$ cat src/core/mei_defs.svh
// Offsets, field positions, reset values and threshold figures of the motion event block.
// Assumes inclusion by bare name from the package and the top module.
`ifndef MEI_DEFS_SVH
`define MEI_DEFS_SVH

// ==========================================================================
// Widths, register count and reset value
`define MEI_AW 5
`define MEI_DW 24
`define MEI_NREG 18
`define MEI_REG_RST 8'h00

// ==========================================================================
// Register offsets
`define MEI_HG_READY_ROUTE 5'h00
`define MEI_HG_FUNC_EN 5'h01
`define MEI_INACT_SHOCK 5'h02
`define MEI_PIN_A_ROUTE 5'h03
`define MEI_PIN_B_ROUTE 5'h04
`define MEI_FILTER_CFG 5'h05
`define MEI_BASIC_CTRL 5'h06
`define MEI_FALL_CFG 5'h07
`define MEI_WAKE_DURATION_COUNT 5'h08
`define MEI_WAKE_THR 5'h09
`define MEI_IDLE_DUR 5'h0a
`define MEI_X_OFS 5'h0b
`define MEI_Y_OFS 5'h0c
`define MEI_Z_OFS 5'h0d
`define MEI_WAKE_SRC 5'h0e
`define MEI_GLOBAL_SRC 5'h0f
`define MEI_HG_WAKE_SRC 5'h10
`define MEI_IF_CFG 5'h11

// ==========================================================================
// Field positions
`define MEI_B_HG_RDY_A 7
`define MEI_B_HG_RDY_B 6
`define MEI_B_HG_ON 7
`define MEI_B_HG_KIND 6
`define MEI_B_HG_WAKE_B 5
`define MEI_B_HG_WAKE_A 4
`define MEI_B_HG_IMP_B 7
`define MEI_B_HG_IMP_A 6
`define MEI_B_WAKE_PIN 5
`define MEI_B_FALL_PIN 4
`define MEI_B_FILT_SEL 4
`define MEI_B_LATCH 0
`define MEI_B_BASIC_ON 7
`define MEI_B_FALL_DUR5 7
`define MEI_B_USR_OFS 6
`define MEI_B_POL_LOW 0

// ==========================================================================
// Threshold figures in units of 1/64 mg, and the largest wake weight shift
`define MEI_FF_THR_0 24'd9984
`define MEI_FF_THR_1 24'd14016
`define MEI_FF_THR_2 24'd16000
`define MEI_FF_THR_3 24'd19968
`define MEI_FF_THR_4 24'd22016
`define MEI_FF_THR_5 24'd25984
`define MEI_FF_THR_6 24'd30016
`define MEI_FF_THR_7 24'd32000
`define MEI_WAKE_LSB 24'd500
`define MEI_WAKE_W_MAX 3'h5

`endif

$ cat src/core/mei_pkg.sv
// Types shared by the motion event block.
// Assumes mei_defs.svh is reachable by bare name.
`include "mei_defs.svh"

package mei_pkg;

  typedef logic signed [`MEI_DW-1:0] mei_smp_t;

  typedef struct packed {
    mei_smp_t x;
    mei_smp_t y;
    mei_smp_t z;
  } mei_xyz_t;

  typedef struct packed {
    logic drdy;
    logic wake_lvl;
    logic wake_chg;
    logic shock;
  } mei_hg_t;

  typedef struct packed {
    logic [`MEI_AW-1:0] addr;
    logic [7:0] wdata;
    logic wr;
    logic rd;
  } mei_bus_t;

  typedef struct packed {
    logic [`MEI_NREG-1:0][7:0] regs;
    mei_xyz_t prev;
    logic [5:0] ff_cnt;
    logic [1:0] wu_cnt;
    logic ff_flag;
    logic wu_flag;
    logic [2:0] wu_axes;
    logic pin_a;
    logic pin_b;
    logic gen_on;
    logic [7:0] rdata;
  } mei_state_t;

endpackage

$ cat src/core/mei_top.sv
// Motion event interrupt logic: high-g routing, free-fall and wake-up detection, two event pins.
// Assumes samples arrive with a one-cycle strobe, in signed units of 1/64 mg, synchronous to MCLK.
//
// Local design decisions: the placing of the registers and strobed register access.
`include "mei_defs.svh"

// Overview of operation
// High-g data-ready goes to pin A by bit 7, pin B by bit 6.
// High-g routing bits reset to zero; writing one connects the signal.
// High-g wake and shock generation runs only while its enable bit is set.
// High-g function bit 6 selects which high-g wake kind reaches the pins.
// High-g wake goes to pin B by bit 5, pin A by bit 4.
// Idle threshold register bits 7 and 6 route high-g impact to the pins.
// Global source shows OR of high-g wake and high-g impact events.
// Free-fall needs all three axes inside the zone for the programmed duration.
// Free-fall needs basic enable, reaches pins by own routing bits, readable in both sources.
// Without latching, free-fall clears when its condition stops holding.
// Latched routed free-fall holds until wake source or global source read.
// Latching acts only while the event is routed to a pin.
// Free-fall threshold code maps to 156 up to 500 mg, any full scale.
// Free-fall duration is six bits split over two registers, in sample periods.
// Wake uses slope filter when select is zero, high-pass when one.
// Select and user-offset bits set: low-pass data plus offsets is compared.
// Wake threshold LSB weight 7.8125 to 125 mg, 250 mg for codes above.
// Wake compares absolute axis values, strictly greater than threshold.
// Wake rises once consecutive over-threshold samples exceed the duration field.
// Wake needs basic enable, routing only to reach pins; flags show event and causing axes.
// Without latching, wake clears once data drop below threshold.
// Latched routed wake holds pin and axis flags until a source read.
// Host reads wake source, not global, to get axis flags.
// Several signals routed to one pin are ORed.
// Polarity bit zero gives active-high pins, one active-low.
// Detectors evaluate once per fresh low-g sample.
module mei_top (
  // Clock, reset and enable
  input wire logic MCLK,
  input wire logic RST_N,
  input wire logic CE,
  // Register port
  input wire mei_pkg::mei_bus_t BUS,
  output logic [7:0] RDATA,
  // Low-g samples
  input wire logic SMP_STB,
  input wire mei_pkg::mei_xyz_t SMP_LP,
  input wire mei_pkg::mei_xyz_t SMP_HP,
  // High-g events
  input wire mei_pkg::mei_hg_t HG_EVT,
  output logic HG_GEN_ON,
  // Event pins
  output logic EVT_PIN_A,
  output logic EVT_PIN_B
);

  // ==========================================================================
  // Helpers
  function automatic mei_pkg::mei_smp_t abs_of(input mei_pkg::mei_smp_t v);
    abs_of = v[`MEI_DW-1] ? -v : v;
  endfunction

  function automatic logic [`MEI_DW-1:0] fall_thr(input logic [2:0] code);
    unique case (code)
      3'h0: fall_thr = `MEI_FF_THR_0;
      3'h1: fall_thr = `MEI_FF_THR_1;
      3'h2: fall_thr = `MEI_FF_THR_2;
      3'h3: fall_thr = `MEI_FF_THR_3;
      3'h4: fall_thr = `MEI_FF_THR_4;
      3'h5: fall_thr = `MEI_FF_THR_5;
      3'h6: fall_thr = `MEI_FF_THR_6;
      3'h7: fall_thr = `MEI_FF_THR_7;
    endcase
  endfunction

  function automatic logic is_src_read(input mei_pkg::mei_bus_t b);
    is_src_read = b.rd && (b.addr == `MEI_WAKE_SRC || b.addr == `MEI_GLOBAL_SRC);
  endfunction

  // ==========================================================================
  // State
  mei_pkg::mei_state_t s_ff;
  mei_pkg::mei_state_t nxt_s;

  logic [7:0] hg_rdy_reg;
  logic [7:0] hg_fn_reg;
  logic [7:0] shock_reg;
  logic [7:0] route_a_reg;
  logic [7:0] route_b_reg;
  logic [7:0] filt_reg;
  logic [7:0] wdur_reg;
  logic [7:0] wthr_reg;
  logic basic_on;
  logic pol_low;
  logic hg_wake_sel;
  logic hg_any;
  logic fall_routed;
  logic wake_routed;
  logic fall_latched;
  logic wake_latched;
  logic src_read;
  logic [5:0] fall_n;
  logic [`MEI_DW-1:0] ff_thr;
  logic [`MEI_DW-1:0] wu_thr;
  logic [2:0] wu_w;
  logic [2:0] axis_in;
  logic [2:0] axis_over;
  logic all_in;
  logic any_over;
  logic [5:0] ff_cnt_nxt;
  logic [1:0] wu_cnt_nxt;
  logic fall_cond;
  logic wake_cond;
  logic act_a;
  logic act_b;
  logic [7:0] rd_val;

  assign hg_rdy_reg = s_ff.regs[`MEI_HG_READY_ROUTE];
  assign hg_fn_reg = s_ff.regs[`MEI_HG_FUNC_EN];
  assign shock_reg = s_ff.regs[`MEI_INACT_SHOCK];
  assign route_a_reg = s_ff.regs[`MEI_PIN_A_ROUTE];
  assign route_b_reg = s_ff.regs[`MEI_PIN_B_ROUTE];
  assign filt_reg = s_ff.regs[`MEI_FILTER_CFG];
  assign wdur_reg = s_ff.regs[`MEI_WAKE_DURATION_COUNT];
  assign wthr_reg = s_ff.regs[`MEI_WAKE_THR];
  assign basic_on = s_ff.regs[`MEI_BASIC_CTRL][`MEI_B_BASIC_ON];
  assign pol_low = s_ff.regs[`MEI_IF_CFG][`MEI_B_POL_LOW];
  assign src_read = is_src_read(BUS);

  // ==========================================================================
  // High-g routing
  assign hg_wake_sel = s_ff.gen_on && (hg_fn_reg[`MEI_B_HG_KIND] ? HG_EVT.wake_chg : HG_EVT.wake_lvl);
  assign hg_any = s_ff.gen_on && (HG_EVT.wake_lvl || HG_EVT.shock);

  // ==========================================================================
  // Thresholds and filter choice
  assign fall_n = {wdur_reg[`MEI_B_FALL_DUR5], s_ff.regs[`MEI_FALL_CFG][7:3]};
  assign ff_thr = fall_thr(s_ff.regs[`MEI_FALL_CFG][2:0]);
  assign wu_w = (s_ff.regs[`MEI_IDLE_DUR][6:4] > `MEI_WAKE_W_MAX) ? `MEI_WAKE_W_MAX
                : s_ff.regs[`MEI_IDLE_DUR][6:4];
  assign wu_thr = (`MEI_DW'(wthr_reg[5:0]) * `MEI_WAKE_LSB) << wu_w;

  genvar ax;
  generate
    for (ax = 0; ax < 3; ax++) begin : g_axis
      mei_pkg::mei_smp_t lp_v;
      mei_pkg::mei_smp_t hp_v;
      mei_pkg::mei_smp_t pv_v;
      mei_pkg::mei_smp_t ofs_v;
      mei_pkg::mei_smp_t slope_v;
      mei_pkg::mei_smp_t lpo_v;
      mei_pkg::mei_smp_t wk_v;
      assign lp_v = (ax == 0) ? SMP_LP.x : (ax == 1) ? SMP_LP.y : SMP_LP.z;
      assign hp_v = (ax == 0) ? SMP_HP.x : (ax == 1) ? SMP_HP.y : SMP_HP.z;
      assign pv_v = (ax == 0) ? s_ff.prev.x : (ax == 1) ? s_ff.prev.y : s_ff.prev.z;
      assign ofs_v = `MEI_DW'(signed'(s_ff.regs[`MEI_X_OFS + ax])) * signed'(`MEI_WAKE_LSB);
      assign slope_v = (lp_v - pv_v) >>> 1;
      assign lpo_v = lp_v + ofs_v;
      assign wk_v = !filt_reg[`MEI_B_FILT_SEL] ? slope_v
                    : wthr_reg[`MEI_B_USR_OFS] ? lpo_v : hp_v;
      assign axis_in[ax] = abs_of(lp_v) < ff_thr;
      assign axis_over[ax] = abs_of(wk_v) > wu_thr;
    end
  endgenerate

  assign all_in = &axis_in;
  assign any_over = |axis_over;

  // ==========================================================================
  // Duration counting, once per fresh sample
  assign ff_cnt_nxt = !all_in ? 6'h00 : (s_ff.ff_cnt == 6'h3f) ? s_ff.ff_cnt : s_ff.ff_cnt + 6'h01;
  assign wu_cnt_nxt = !any_over ? 2'h0 : (s_ff.wu_cnt == 2'h3) ? s_ff.wu_cnt : s_ff.wu_cnt + 2'h1;
  assign fall_cond = all_in && (ff_cnt_nxt >= fall_n);
  assign wake_cond = any_over && ({1'b0, s_ff.wu_cnt} + 3'h1 > {1'b0, wdur_reg[6:5]});

  assign fall_routed = route_a_reg[`MEI_B_FALL_PIN] || route_b_reg[`MEI_B_FALL_PIN];
  assign wake_routed = route_a_reg[`MEI_B_WAKE_PIN] || route_b_reg[`MEI_B_WAKE_PIN];
  assign fall_latched = filt_reg[`MEI_B_LATCH] && fall_routed;
  assign wake_latched = filt_reg[`MEI_B_LATCH] && wake_routed;

  // ==========================================================================
  // Pin terms
  assign act_a = (HG_EVT.drdy && hg_rdy_reg[`MEI_B_HG_RDY_A])
               || (hg_wake_sel && hg_fn_reg[`MEI_B_HG_WAKE_A])
               || (s_ff.gen_on && HG_EVT.shock && shock_reg[`MEI_B_HG_IMP_A])
               || (s_ff.ff_flag && route_a_reg[`MEI_B_FALL_PIN])
               || (s_ff.wu_flag && route_a_reg[`MEI_B_WAKE_PIN]);
  assign act_b = (HG_EVT.drdy && hg_rdy_reg[`MEI_B_HG_RDY_B])
               || (hg_wake_sel && hg_fn_reg[`MEI_B_HG_WAKE_B])
               || (s_ff.gen_on && HG_EVT.shock && shock_reg[`MEI_B_HG_IMP_B])
               || (s_ff.ff_flag && route_b_reg[`MEI_B_FALL_PIN])
               || (s_ff.wu_flag && route_b_reg[`MEI_B_WAKE_PIN]);

  // ==========================================================================
  // Read mux
  always_comb begin
    rd_val = 8'h00;
    if (BUS.addr < `MEI_AW'(`MEI_NREG)) begin
      rd_val = s_ff.regs[BUS.addr];
    end
    unique case (BUS.addr)
      `MEI_WAKE_SRC: rd_val = {2'h0, s_ff.ff_flag, 1'b0, s_ff.wu_flag, s_ff.wu_axes};
      `MEI_GLOBAL_SRC: rd_val = {5'h00, hg_any, s_ff.wu_flag, s_ff.ff_flag};
      `MEI_HG_WAKE_SRC: rd_val = {6'h00, s_ff.gen_on && HG_EVT.wake_lvl, s_ff.gen_on && HG_EVT.shock};
      default: rd_val = rd_val;
    endcase
  end

  // ==========================================================================
  // Next state
  always_comb begin
    nxt_s = s_ff;
    if (CE) begin
      nxt_s.rdata = BUS.rd ? rd_val : 8'h00;
      if (BUS.wr && BUS.addr < `MEI_WAKE_SRC) begin
        nxt_s.regs[BUS.addr] = BUS.wdata;
      end else if (BUS.wr && BUS.addr == `MEI_IF_CFG) begin
        nxt_s.regs[BUS.addr] = BUS.wdata;
      end
      nxt_s.gen_on = hg_fn_reg[`MEI_B_HG_ON];
      if (src_read) begin
        if (fall_latched) begin
          nxt_s.ff_flag = 1'b0;
        end
        if (wake_latched) begin
          nxt_s.wu_flag = 1'b0;
          nxt_s.wu_axes = 3'h0;
        end
      end
      if (!basic_on) begin
        nxt_s.ff_cnt = 6'h00;
        nxt_s.wu_cnt = 2'h0;
        nxt_s.ff_flag = 1'b0;
        nxt_s.wu_flag = 1'b0;
        nxt_s.wu_axes = 3'h0;
      end else if (SMP_STB) begin
        nxt_s.prev = SMP_LP;
        nxt_s.ff_cnt = ff_cnt_nxt;
        nxt_s.wu_cnt = wu_cnt_nxt;
        if (fall_latched) begin
          nxt_s.ff_flag = nxt_s.ff_flag || fall_cond;
        end else begin
          nxt_s.ff_flag = fall_cond;
        end
        if (!wake_latched) begin
          nxt_s.wu_flag = wake_cond;
          nxt_s.wu_axes = wake_cond ? axis_over : 3'h0;
        end else if (wake_cond && !s_ff.wu_flag) begin
          nxt_s.wu_flag = 1'b1;
          nxt_s.wu_axes = axis_over;
        end else if (wake_cond && src_read) begin
          nxt_s.wu_flag = 1'b1;
          nxt_s.wu_axes = axis_over;
        end
      end
      nxt_s.pin_a = act_a ^ pol_low;
      nxt_s.pin_b = act_b ^ pol_low;
    end
  end

  always_ff @(posedge MCLK or negedge RST_N) begin
    if (!RST_N) begin
      s_ff <= '0;
    end else begin
      s_ff <= nxt_s;
    end
  end

  assign RDATA = s_ff.rdata;
  assign HG_GEN_ON = s_ff.gen_on;
  assign EVT_PIN_A = s_ff.pin_a;
  assign EVT_PIN_B = s_ff.pin_b;

  // ==========================================================================
  // Checks
  chk_hg_ready_route: assert property (@(posedge MCLK) disable iff (!RST_N)
    CE && HG_EVT.drdy && hg_rdy_reg[`MEI_B_HG_RDY_A] |=> EVT_PIN_A == !$past(pol_low))
    else $error("high-g data-ready not on pin A");

  chk_route_write: assert property (@(posedge MCLK) disable iff (!RST_N)
    CE && BUS.wr && BUS.addr == `MEI_INACT_SHOCK |=> shock_reg == $past(BUS.wdata))
    else $error("routing write not stored");

  chk_hg_gate: assert property (@(posedge MCLK) disable iff (!RST_N)
    CE && !hg_fn_reg[`MEI_B_HG_ON] |=> !HG_GEN_ON ##0 !hg_any)
    else $error("high-g generator active while disabled");

  chk_hg_summary: assert property (@(posedge MCLK) disable iff (!RST_N)
    CE && BUS.rd && BUS.addr == `MEI_GLOBAL_SRC |=> RDATA[2] == $past(hg_any))
    else $error("high-g summary flag wrong");

  chk_fall_auto_clear: assert property (@(posedge MCLK) disable iff (!RST_N)
    CE && basic_on && SMP_STB && !all_in && !fall_latched |=> !s_ff.ff_flag)
    else $error("free-fall flag kept without latching");

  chk_fall_hold: assert property (@(posedge MCLK) disable iff (!RST_N)
    CE && basic_on && s_ff.ff_flag && fall_latched && !src_read |=> s_ff.ff_flag [*1])
    else $error("latched free-fall lost before read");

  chk_wake_count: assert property (@(posedge MCLK) disable iff (!RST_N)
    // The run counter saturates at three, so a duration of three is met while it stands there.
    $rose(s_ff.wu_flag) |-> $past(any_over)
      && ($past(wu_cnt_nxt) > $past(wdur_reg[6:5]) || $past(wu_cnt_nxt) == 2'h3))
    else $error("wake raised before duration");

  chk_pin_polarity: assert property (@(posedge MCLK) disable iff (!RST_N)
    CE && !act_b |=> EVT_PIN_B == $past(pol_low))
    else $error("idle pin B level wrong");

  chk_pin_or: assert property (@(posedge MCLK) disable iff (!RST_N)
    CE && s_ff.wu_flag && route_a_reg[`MEI_B_WAKE_PIN] && HG_EVT.drdy |=> EVT_PIN_A != $past(pol_low))
    else $error("pin A not the OR of its sources");

  chk_hg_kind: assert property (@(posedge MCLK) disable iff (!RST_N)
    CE && s_ff.gen_on && hg_fn_reg[`MEI_B_HG_KIND] && hg_fn_reg[`MEI_B_HG_WAKE_A] && HG_EVT.wake_chg
    |=> EVT_PIN_A == !$past(pol_low))
    else $error("selected high-g wake kind not on pin A");

  chk_hg_wake_route: assert property (@(posedge MCLK) disable iff (!RST_N)
    CE && hg_wake_sel && hg_fn_reg[`MEI_B_HG_WAKE_B] |=> EVT_PIN_B == !$past(pol_low))
    else $error("high-g wake not on pin B");

  chk_hg_impact_route: assert property (@(posedge MCLK) disable iff (!RST_N)
    CE && s_ff.gen_on && HG_EVT.shock && shock_reg[`MEI_B_HG_IMP_A] |=> EVT_PIN_A == !$past(pol_low))
    else $error("high-g impact not on pin A");

  chk_basic_gate: assert property (@(posedge MCLK) disable iff (!RST_N)
    CE && !basic_on |=> !s_ff.ff_flag && !s_ff.wu_flag && s_ff.ff_cnt == 6'h00)
    else $error("event flags set while basic enable is off");

  chk_fall_duration: assert property (@(posedge MCLK) disable iff (!RST_N)
    $rose(s_ff.ff_flag) |-> $past(all_in) && $past(ff_cnt_nxt) >= $past(fall_n))
    else $error("free-fall raised before duration");

  chk_unlatched_read: assert property (@(posedge MCLK) disable iff (!RST_N)
    CE && basic_on && !SMP_STB && src_read && !wake_latched |=> s_ff.wu_flag == $past(s_ff.wu_flag))
    else $error("source read cleared an unlatched wake flag");

  chk_axis_flags: assert property (@(posedge MCLK) disable iff (!RST_N)
    $rose(s_ff.wu_flag) |-> s_ff.wu_axes != 3'h0)
    else $error("wake raised with no axis flag");

  chk_wake_auto_clear: assert property (@(posedge MCLK) disable iff (!RST_N)
    CE && basic_on && SMP_STB && !any_over && !wake_latched |=> !s_ff.wu_flag)
    else $error("wake flag kept without latching");

  chk_wake_hold: assert property (@(posedge MCLK) disable iff (!RST_N)
    CE && basic_on && s_ff.wu_flag && wake_latched && !src_read
    |=> s_ff.wu_flag && s_ff.wu_axes == $past(s_ff.wu_axes))
    else $error("latched wake lost before read");

  chk_sample_only: assert property (@(posedge MCLK) disable iff (!RST_N)
    CE && basic_on && !SMP_STB |=> $stable(s_ff.ff_cnt) && $stable(s_ff.wu_cnt))
    else $error("duration counter moved without a sample");

endmodule

$ cat config.mk
export PLATFORM = sky130hd
export DESIGN_NAME = mei_top
export DESIGN_NICKNAME = d
export VERILOG_FILES = /design/src/core/mei_pkg.sv /design/src/core/mei_top.sv
export VERILOG_INCLUDE_DIRS = /design/src /design/src/core
export SDC_FILE = /design/constraint.sdc
export NUM_CORES = 1
export LEC_CHECK = 0
export BUFFER_PORTS_ARGS = -buffer_cell sky130_fd_sc_hd__buf_4
export CORE_MARGIN = 2
export CORE_UTILIZATION = 30
export DETAILED_ROUTE_END_ITERATION = 8
export MAX_ROUTING_LAYER = met4
export PLACE_DENSITY = 0.49
export RECOVER_POWER = 25
export SYNTH_ARGS = -nofsm -noshare
export SYNTH_HDL_FRONTEND = slang
export SYNTH_SLANG_ARGS = --single-unit
$ cat constraint.sdc
create_clock -name MCLK -period 14.9 [get_ports MCLK]
set_input_delay 1.49 -clock MCLK [delete_from_list [all_inputs] [get_ports MCLK]]
set_output_delay 1.49 -clock MCLK [all_outputs]
set_load 0.005 [all_outputs]
---- Word level (Yosys, flattened, before mapping) ----
Memories as Yosys holds them, arrays and structs flattened.
Cells that the tools add are included.
operators by class
  mux-type cells .......................... 39
  bitwise operators ....................... 2
  equality and inequality tests ........... 8
  divide/modulo/power cells ............... 0
  multiply operators ...................... 4
  reductions and logical operators ........ 45
  shift operators ......................... 1
  add/subtract/negate cells ............... 15
  order comparisons ....................... 13
operators with widths
  kind                                                                 count
  144-bit 2-to-1 mux                                                   2
  24-bit 2-to-1 mux                                                    12
  144-bit bitwise mux                                                  1
  24-bit negation                                                      6
  24-bit by 18-bit adder with 24-bit output                            3
  24-bit greater-than comparator                                       3
  24-bit less-than comparator                                          3
  24-bit subtractor                                                    3
  8-bit by 8-bit multiplier with 16-bit output, second input constant  3
  8-bit binary-select mux with 5-bit select                            1
  8-bit demux with 5-bit select                                        1
  8-bit 2-to-1 mux                                                     4
  13-bit 2-to-1 mux                                                    2
  1-bit logical AND                                                    24
  8-bit case mux with 3 select lines                                   1
  15-bit by 3-bit << shifter with 24-bit output                        1
  4-bit 2-to-1 mux                                                     4
  1-bit logical OR                                                     13
  6-bit by 7-bit multiplier with 13-bit output, second input constant  1
  6-bit 2-to-1 mux                                                     2
  5-bit by 4-bit == test with 1-bit output, second input constant      2
  5-bit == test, second input constant                                 2
  5-bit 2-to-1 mux                                                     2
  3-bit AND reduction                                                  3
  other kinds (22)                                                     28
storage, ports and cells
  register bits after elaboration ......... 240
  word-level logic and storage cells ...... 158
  memories kept ........................... 1
  memory bits (read-only) ................. 64
  bits in writable memories ............... 0
  bits in latches ......................... 0
memory list
  name             words  bits a word  read ports  clocked after Yosys merged registers in  wr ports  RTL line       source
  (no name shown)  8      8            1           0                                        0         mei_top.sv:61  unique case (code)

---- Depth between registers and ports, before layout ----
  depth after elaboration ................. 15
  gate-level depth with buffers ........... 45
  gate-level depth less buffers ........... 43

---- Least setup slack after synthesis ----
OpenSTA, ideal clock, no wires.
  kind .................................... reg2reg
  from .................................... register s_ff[205] (netlist bit)
  to ...................................... register s_ff[11] (netlist bit)
  arrival time ............................ 8.953 ns
  path buffers ............................ 1
  required time ........................... 14.817 ns
  period minus slack after synthesis ...... 9.035 ns
  slack ................................... 5.865 ns
  cell stages (with the launch flop) ...... 40
  cells stage by stage .................... dfrtp_1 inv_1 fa_1 fa_1 inv_1 fa_1 inv_1 fa_1 inv_1 ha_1 a21oi_1 o211ai_1 o31ai_1 o21ai_0 xor2_1 inv_1 ha_1 and2_1 [... 4 more ...] xnor2_1 a221oi_1 clkbuf_1 nor2_1 xor2_1 ha_1 and4_1 a21oi_1 a21oi_1 o41ai_1 nand3b_1 a21oi_1 mux2i_1 a211oi_2 o41ai_1 o31a_1 a32o_1 o21ai_0
between the ends
  longest elaborated chain between the ends .. 15
  elaborated cells on any way between the ends .. 17
ends and longest elaborated chain
  item                                                               RTL line        source
  start: declaration                                                 mei_top.sv:79   mei_pkg::mei_state_t s_ff;
  start signal: assignment                                           mei_top.sv:262  s_ff <= nxt_s;
  8-bit by 8-bit multiplier with 16-bit output (no source line) (*)  n/a
  24-bit by 18-bit adder with 24-bit output (*)                      mei_top.sv:155  assign lpo_v = lp_v + ofs_v;
  24-bit 2-to-1 mux (*)                                              mei_top.sv:157  : wthr_reg[`MEI_B_USR_OFS] ? lpo_v : hp_v;
  24-bit 2-to-1 mux (*)                                              mei_top.sv:156  assign wk_v = !filt_reg[`MEI_B_FILT_SEL] ? slope_v
  24-bit negation                                                    mei_top.sv:57   abs_of = v[`MEI_DW-1] ? -v : v;
  24-bit 2-to-1 mux (*)                                              mei_top.sv:57
  24-bit greater-than comparator (*)                                 mei_top.sv:159  assign axis_over[ax] = abs_of(wk_v) > wu_thr;
  3-bit OR reduction (*)                                             mei_top.sv:164  assign any_over = |axis_over;
  1-bit logical AND (*)                                              mei_top.sv:171  assign wake_cond = any_over && ({1'b0, s_ff.wu_cnt} + 3'h1 > {1'b0, wdur_reg[6:5]});
  1-bit logical AND                                                  mei_top.sv:248  end else if (wake_cond && src_read) begin
  4-bit 2-to-1 mux                                                   mei_top.sv:248
  4-bit 2-to-1 mux                                                   mei_top.sv:245  end else if (wake_cond && !s_ff.wu_flag) begin
  4-bit 2-to-1 mux (*)                                               mei_top.sv:242  if (!wake_latched) begin
  13-bit 2-to-1 mux (*)                                              mei_top.sv:233  end else if (SMP_STB) begin
  13-bit 2-to-1 mux (*)                                              mei_top.sv:227  if (!basic_on) begin
Every way passes the cells marked *; elsewhere a longest branch is shown, timed or not. The select of a mux whose other input is x is not followed.
A chain may end at the register's enable or synchronous reset.

---- Worst setup path in the final report ----
Same ends and word-level chain as after synthesis.

==> flow_summary.toml <==
[timing]
rsz_0062_raised_after_global_routing = "no"
timing.setup.tns_ns = 0
finalMaxSlewViolations = 107
setup_viol_count_final = 0
fin_worst_skew_ns = 0.01145
timing_worst_slew_pin_value_ns = 3.530
final_min_period_over_clock_period_pct = 71.34
fmax_ghz = 0.09408
timing.slew.headroom_pct = -135.3
hold_violation_count_in_the_final_report = 0
layout_min_cycle_time_ns = 10.63

[outcome]
outcome = "finished, violations left"
violated_checks = "capacitance limit, slew limit"

[logic_synthesis]
ys_seq_elements = 237
syn-cell-area_sq_um = 30490
most_used_dff_post_synth = "sky130_fd_sc_hd__dfrtp_1"
post_synth_num_cell_types = 100
synth_largest_type_area_fraction_pct = 19.45
ys_top_cells_by_area = "sky130_fd_sc_hd__dfrtp_1 19%, sky130_fd_sc_hd__ha_1 15%, sky130_fd_sc_hd__mux2_2 7.0%, sky130_fd_sc_hd__fa_1 6.6%, sky130_fd_sc_hd__inv_1 4.8%"
synth-edff-count = 0
async_reset_ff_share_pct = 100.0
synth_cells = 3558
netlist.top_cell.by_area = "sky130_fd_sc_hd__dfrtp_1"
yosys_warnings = 0
post_synth.cell_area_avg_sq_um = 8.570
synth_sequential_area_ratio_pct = 19.45

[job]
max-cap-violations = 3

[route]
drt_first_pass_iters = 5
drt-wirelength-per-cell_um = 21.51
route.antenna.remaining_nets = 0
totalWireLength_mm = 107.9
drtIter0Drc = 2100
num_vias = 26780
route.detailed.drc = 0
via_per_inst = 5.341

[setup_path]
worst-r2r-setup-slack_ns = 4.27
worstSetupStartpointType = "flop"
cp_slowest_cell = "sky130_fd_sc_hd__a211oi_2"
cp_slowest_stage_delay_ns = 0.60
cp_data_required_time_ns = 15.45
worstSetupPathType = "reg -> reg"
critical_path_arrival_ns = 11.18
crit_path_max_fanout = 16
critPathCaptureType = "flop"

[clock_tree]
tritoncts.num_buffers = 31
cts.hold.buffers_added = 0
cts.clk_slew.worst_paths_ns = 0.06
clockBufferDepth = 3
h-tree-depth = 1
clock_sinks = 237
post-cts-setup-buffer-count = 0
tritoncts = "built"
cts_resized = 0
clk-insertion-delay-late_ns = 0.65
clock_tree.root_cell = "sky130_fd_sc_hd__clkbuf_16"

[grt]
maximum_number_of_pins_on_one_net_before_global_route_repair = 70
grt_first_pass_wirelength_mm = 162.7
grt.overflow.total = 0
grt.total_usage_pct = 20.94
grt_antenna_before_repair = 2
grt_pass1_vias = 25750

[floorplanning]
io_pins = 178
die_h_um = 322.8
initial_core_util_pct = 30.36
core_footprint_sq_um = 100400
die_area_sq_um = 104200
die_x_um = 322.8
num_rows = 116

[place]
hpwlAfterDp_mm = 86.95
place.gp.congestion = 0.9405
portBuffers = 177

[min_path]
worstHoldPathType = "reg -> reg"

[cells_and_area]
layout_common_cells = "388 x sky130_fd_sc_hd__inv_1, 367 x sky130_fd_sc_hd__ha_1, 266 x sky130_fd_sc_hd__a21oi_1, 256 x sky130_fd_sc_hd__nand2_1, 235 x sky130_fd_sc_hd__dfrtp_1"
layout.cells.most_common = "sky130_fd_sc_hd__inv_1"
drive_above_1_share_pct = 14.74
finalNetCount = 4267
num-fill-cells = 10600
flip_flop_count_of_the_largest_register_all_copies_and_words_added = 83
flow.area_growth_from_synthesis_pct = 12.08
antenna-diode-count = 0
registers.top_by_ff_count = "s_ff"
## Yosys cell counts (all sizes together), types with 39 or more instances
| library cell | number |
|---|---|
| dfrtp | 237 |
| fa | 100 |
| ha | 367 |
| nor3 | 58 |
| mux2 | 190 |
| a31oi | 40 |
| a211oi | 52 |
| nand4 | 39 |
| inv | 389 |
| mux2i | 49 |
| xnor2 | 140 |
| nand2 | 256 |
| nor2 | 207 |
| a21o | 76 |
| clkbuf | 136 |
| a21oi | 266 |
| o21ai | 202 |
| xor2 | 75 |
| nand3 | 67 |
| o211ai | 43 |
## final cells by class
cell class / count / area [sq um] / share of cell area, %
tap: 1357 / 1698 / 4.968
inverter: 391 / 1468 / 4.295
clock inverter: 19 / 255.2 / 0.7469
sequential: 237 / 5938 / 17.38
timing repair buffer: 205 / 1528 / 4.470
multi-input combinational: 2767 / 22450 / 65.68
clock buffer: 38 / 842.1 / 2.464
## through the flow
step	utilization, %	cell area (sq um)	hold slack [ns]	std cells	worst slack [ns]
after detailed placement	32.95	33100	0.3622	4957	4.234
after global routing	34.03	34180	0.3798	5014	3.483
after floorplan	-	30510	0.4239	3563	5.865
final	34.03	34180	0.3705	5014	4.271
after global placement	32.95	33100	0.3599	4957	4.199
after CTS	34.05	34190	0.3750	5014	4.223
## kinds of logic (layout without fill, tap and decap cells)
kind of cell | count (synthesis) | in the layout | synth area share, %
compound gates | 948 | 948 | 20.33
xor+xnor | 216 | 216 | 6.249
fa+ha+maj | 467 | 467 | 21.62
buf+inv | 559 | 653 | 7.045
flops | 237 | 237 | 19.45
mux | 277 | 277 | 11.43
other cells | 1 | 6 | 0.01230
simple gates | 853 | 853 | 13.86
## routing by layer
metal / global-route usage (%) / share of wire, % / up-vias
li1: - / - / 12930
met1: 27.68 / 45 / 13110
met2: 34.29 / 47 / 630
met3: 2.235 / 4.9 / 111
met4: 5.054 / 2.4 / 0
met5: - / 0 / -
## worst max-delay path, delay by kind of cell, from the launching register on
| kind | cells | cell delay [ns] |
|---|---|---|
| xor+xnor | 3 | 0.80 |
| mux | 2 | 0.45 |
| buf+inv | 6 | 0.91 |
| compound gates | 16 | 3.75 |
| simple gates | 5 | 1.02 |
| flops | 1 | 0.50 |
| fa+ha+maj | 7 | 3.09 |
## final timing paths
| check | startpoint | end | depth (start not counted) |
|---|---|---|---|
| min in group asynchronous | RST_N | g_axis[1].pv_v[9] | 1 |
| max | s_ff[205] | s_ff[11] | 39 |
| min | s_ff[212] | s_ff[212] | 0 |
| max in group asynchronous | RST_N | g_axis[2].pv_v[7] | 2 |
| max reg2reg | s_ff[205] | s_ff[11] | 39 |
| min reg2reg | s_ff[212] | s_ff[212] | 0 |
Power is not shown: default switching activity piles up to over one toggle a cycle in this logic, so the estimate is an artifact.
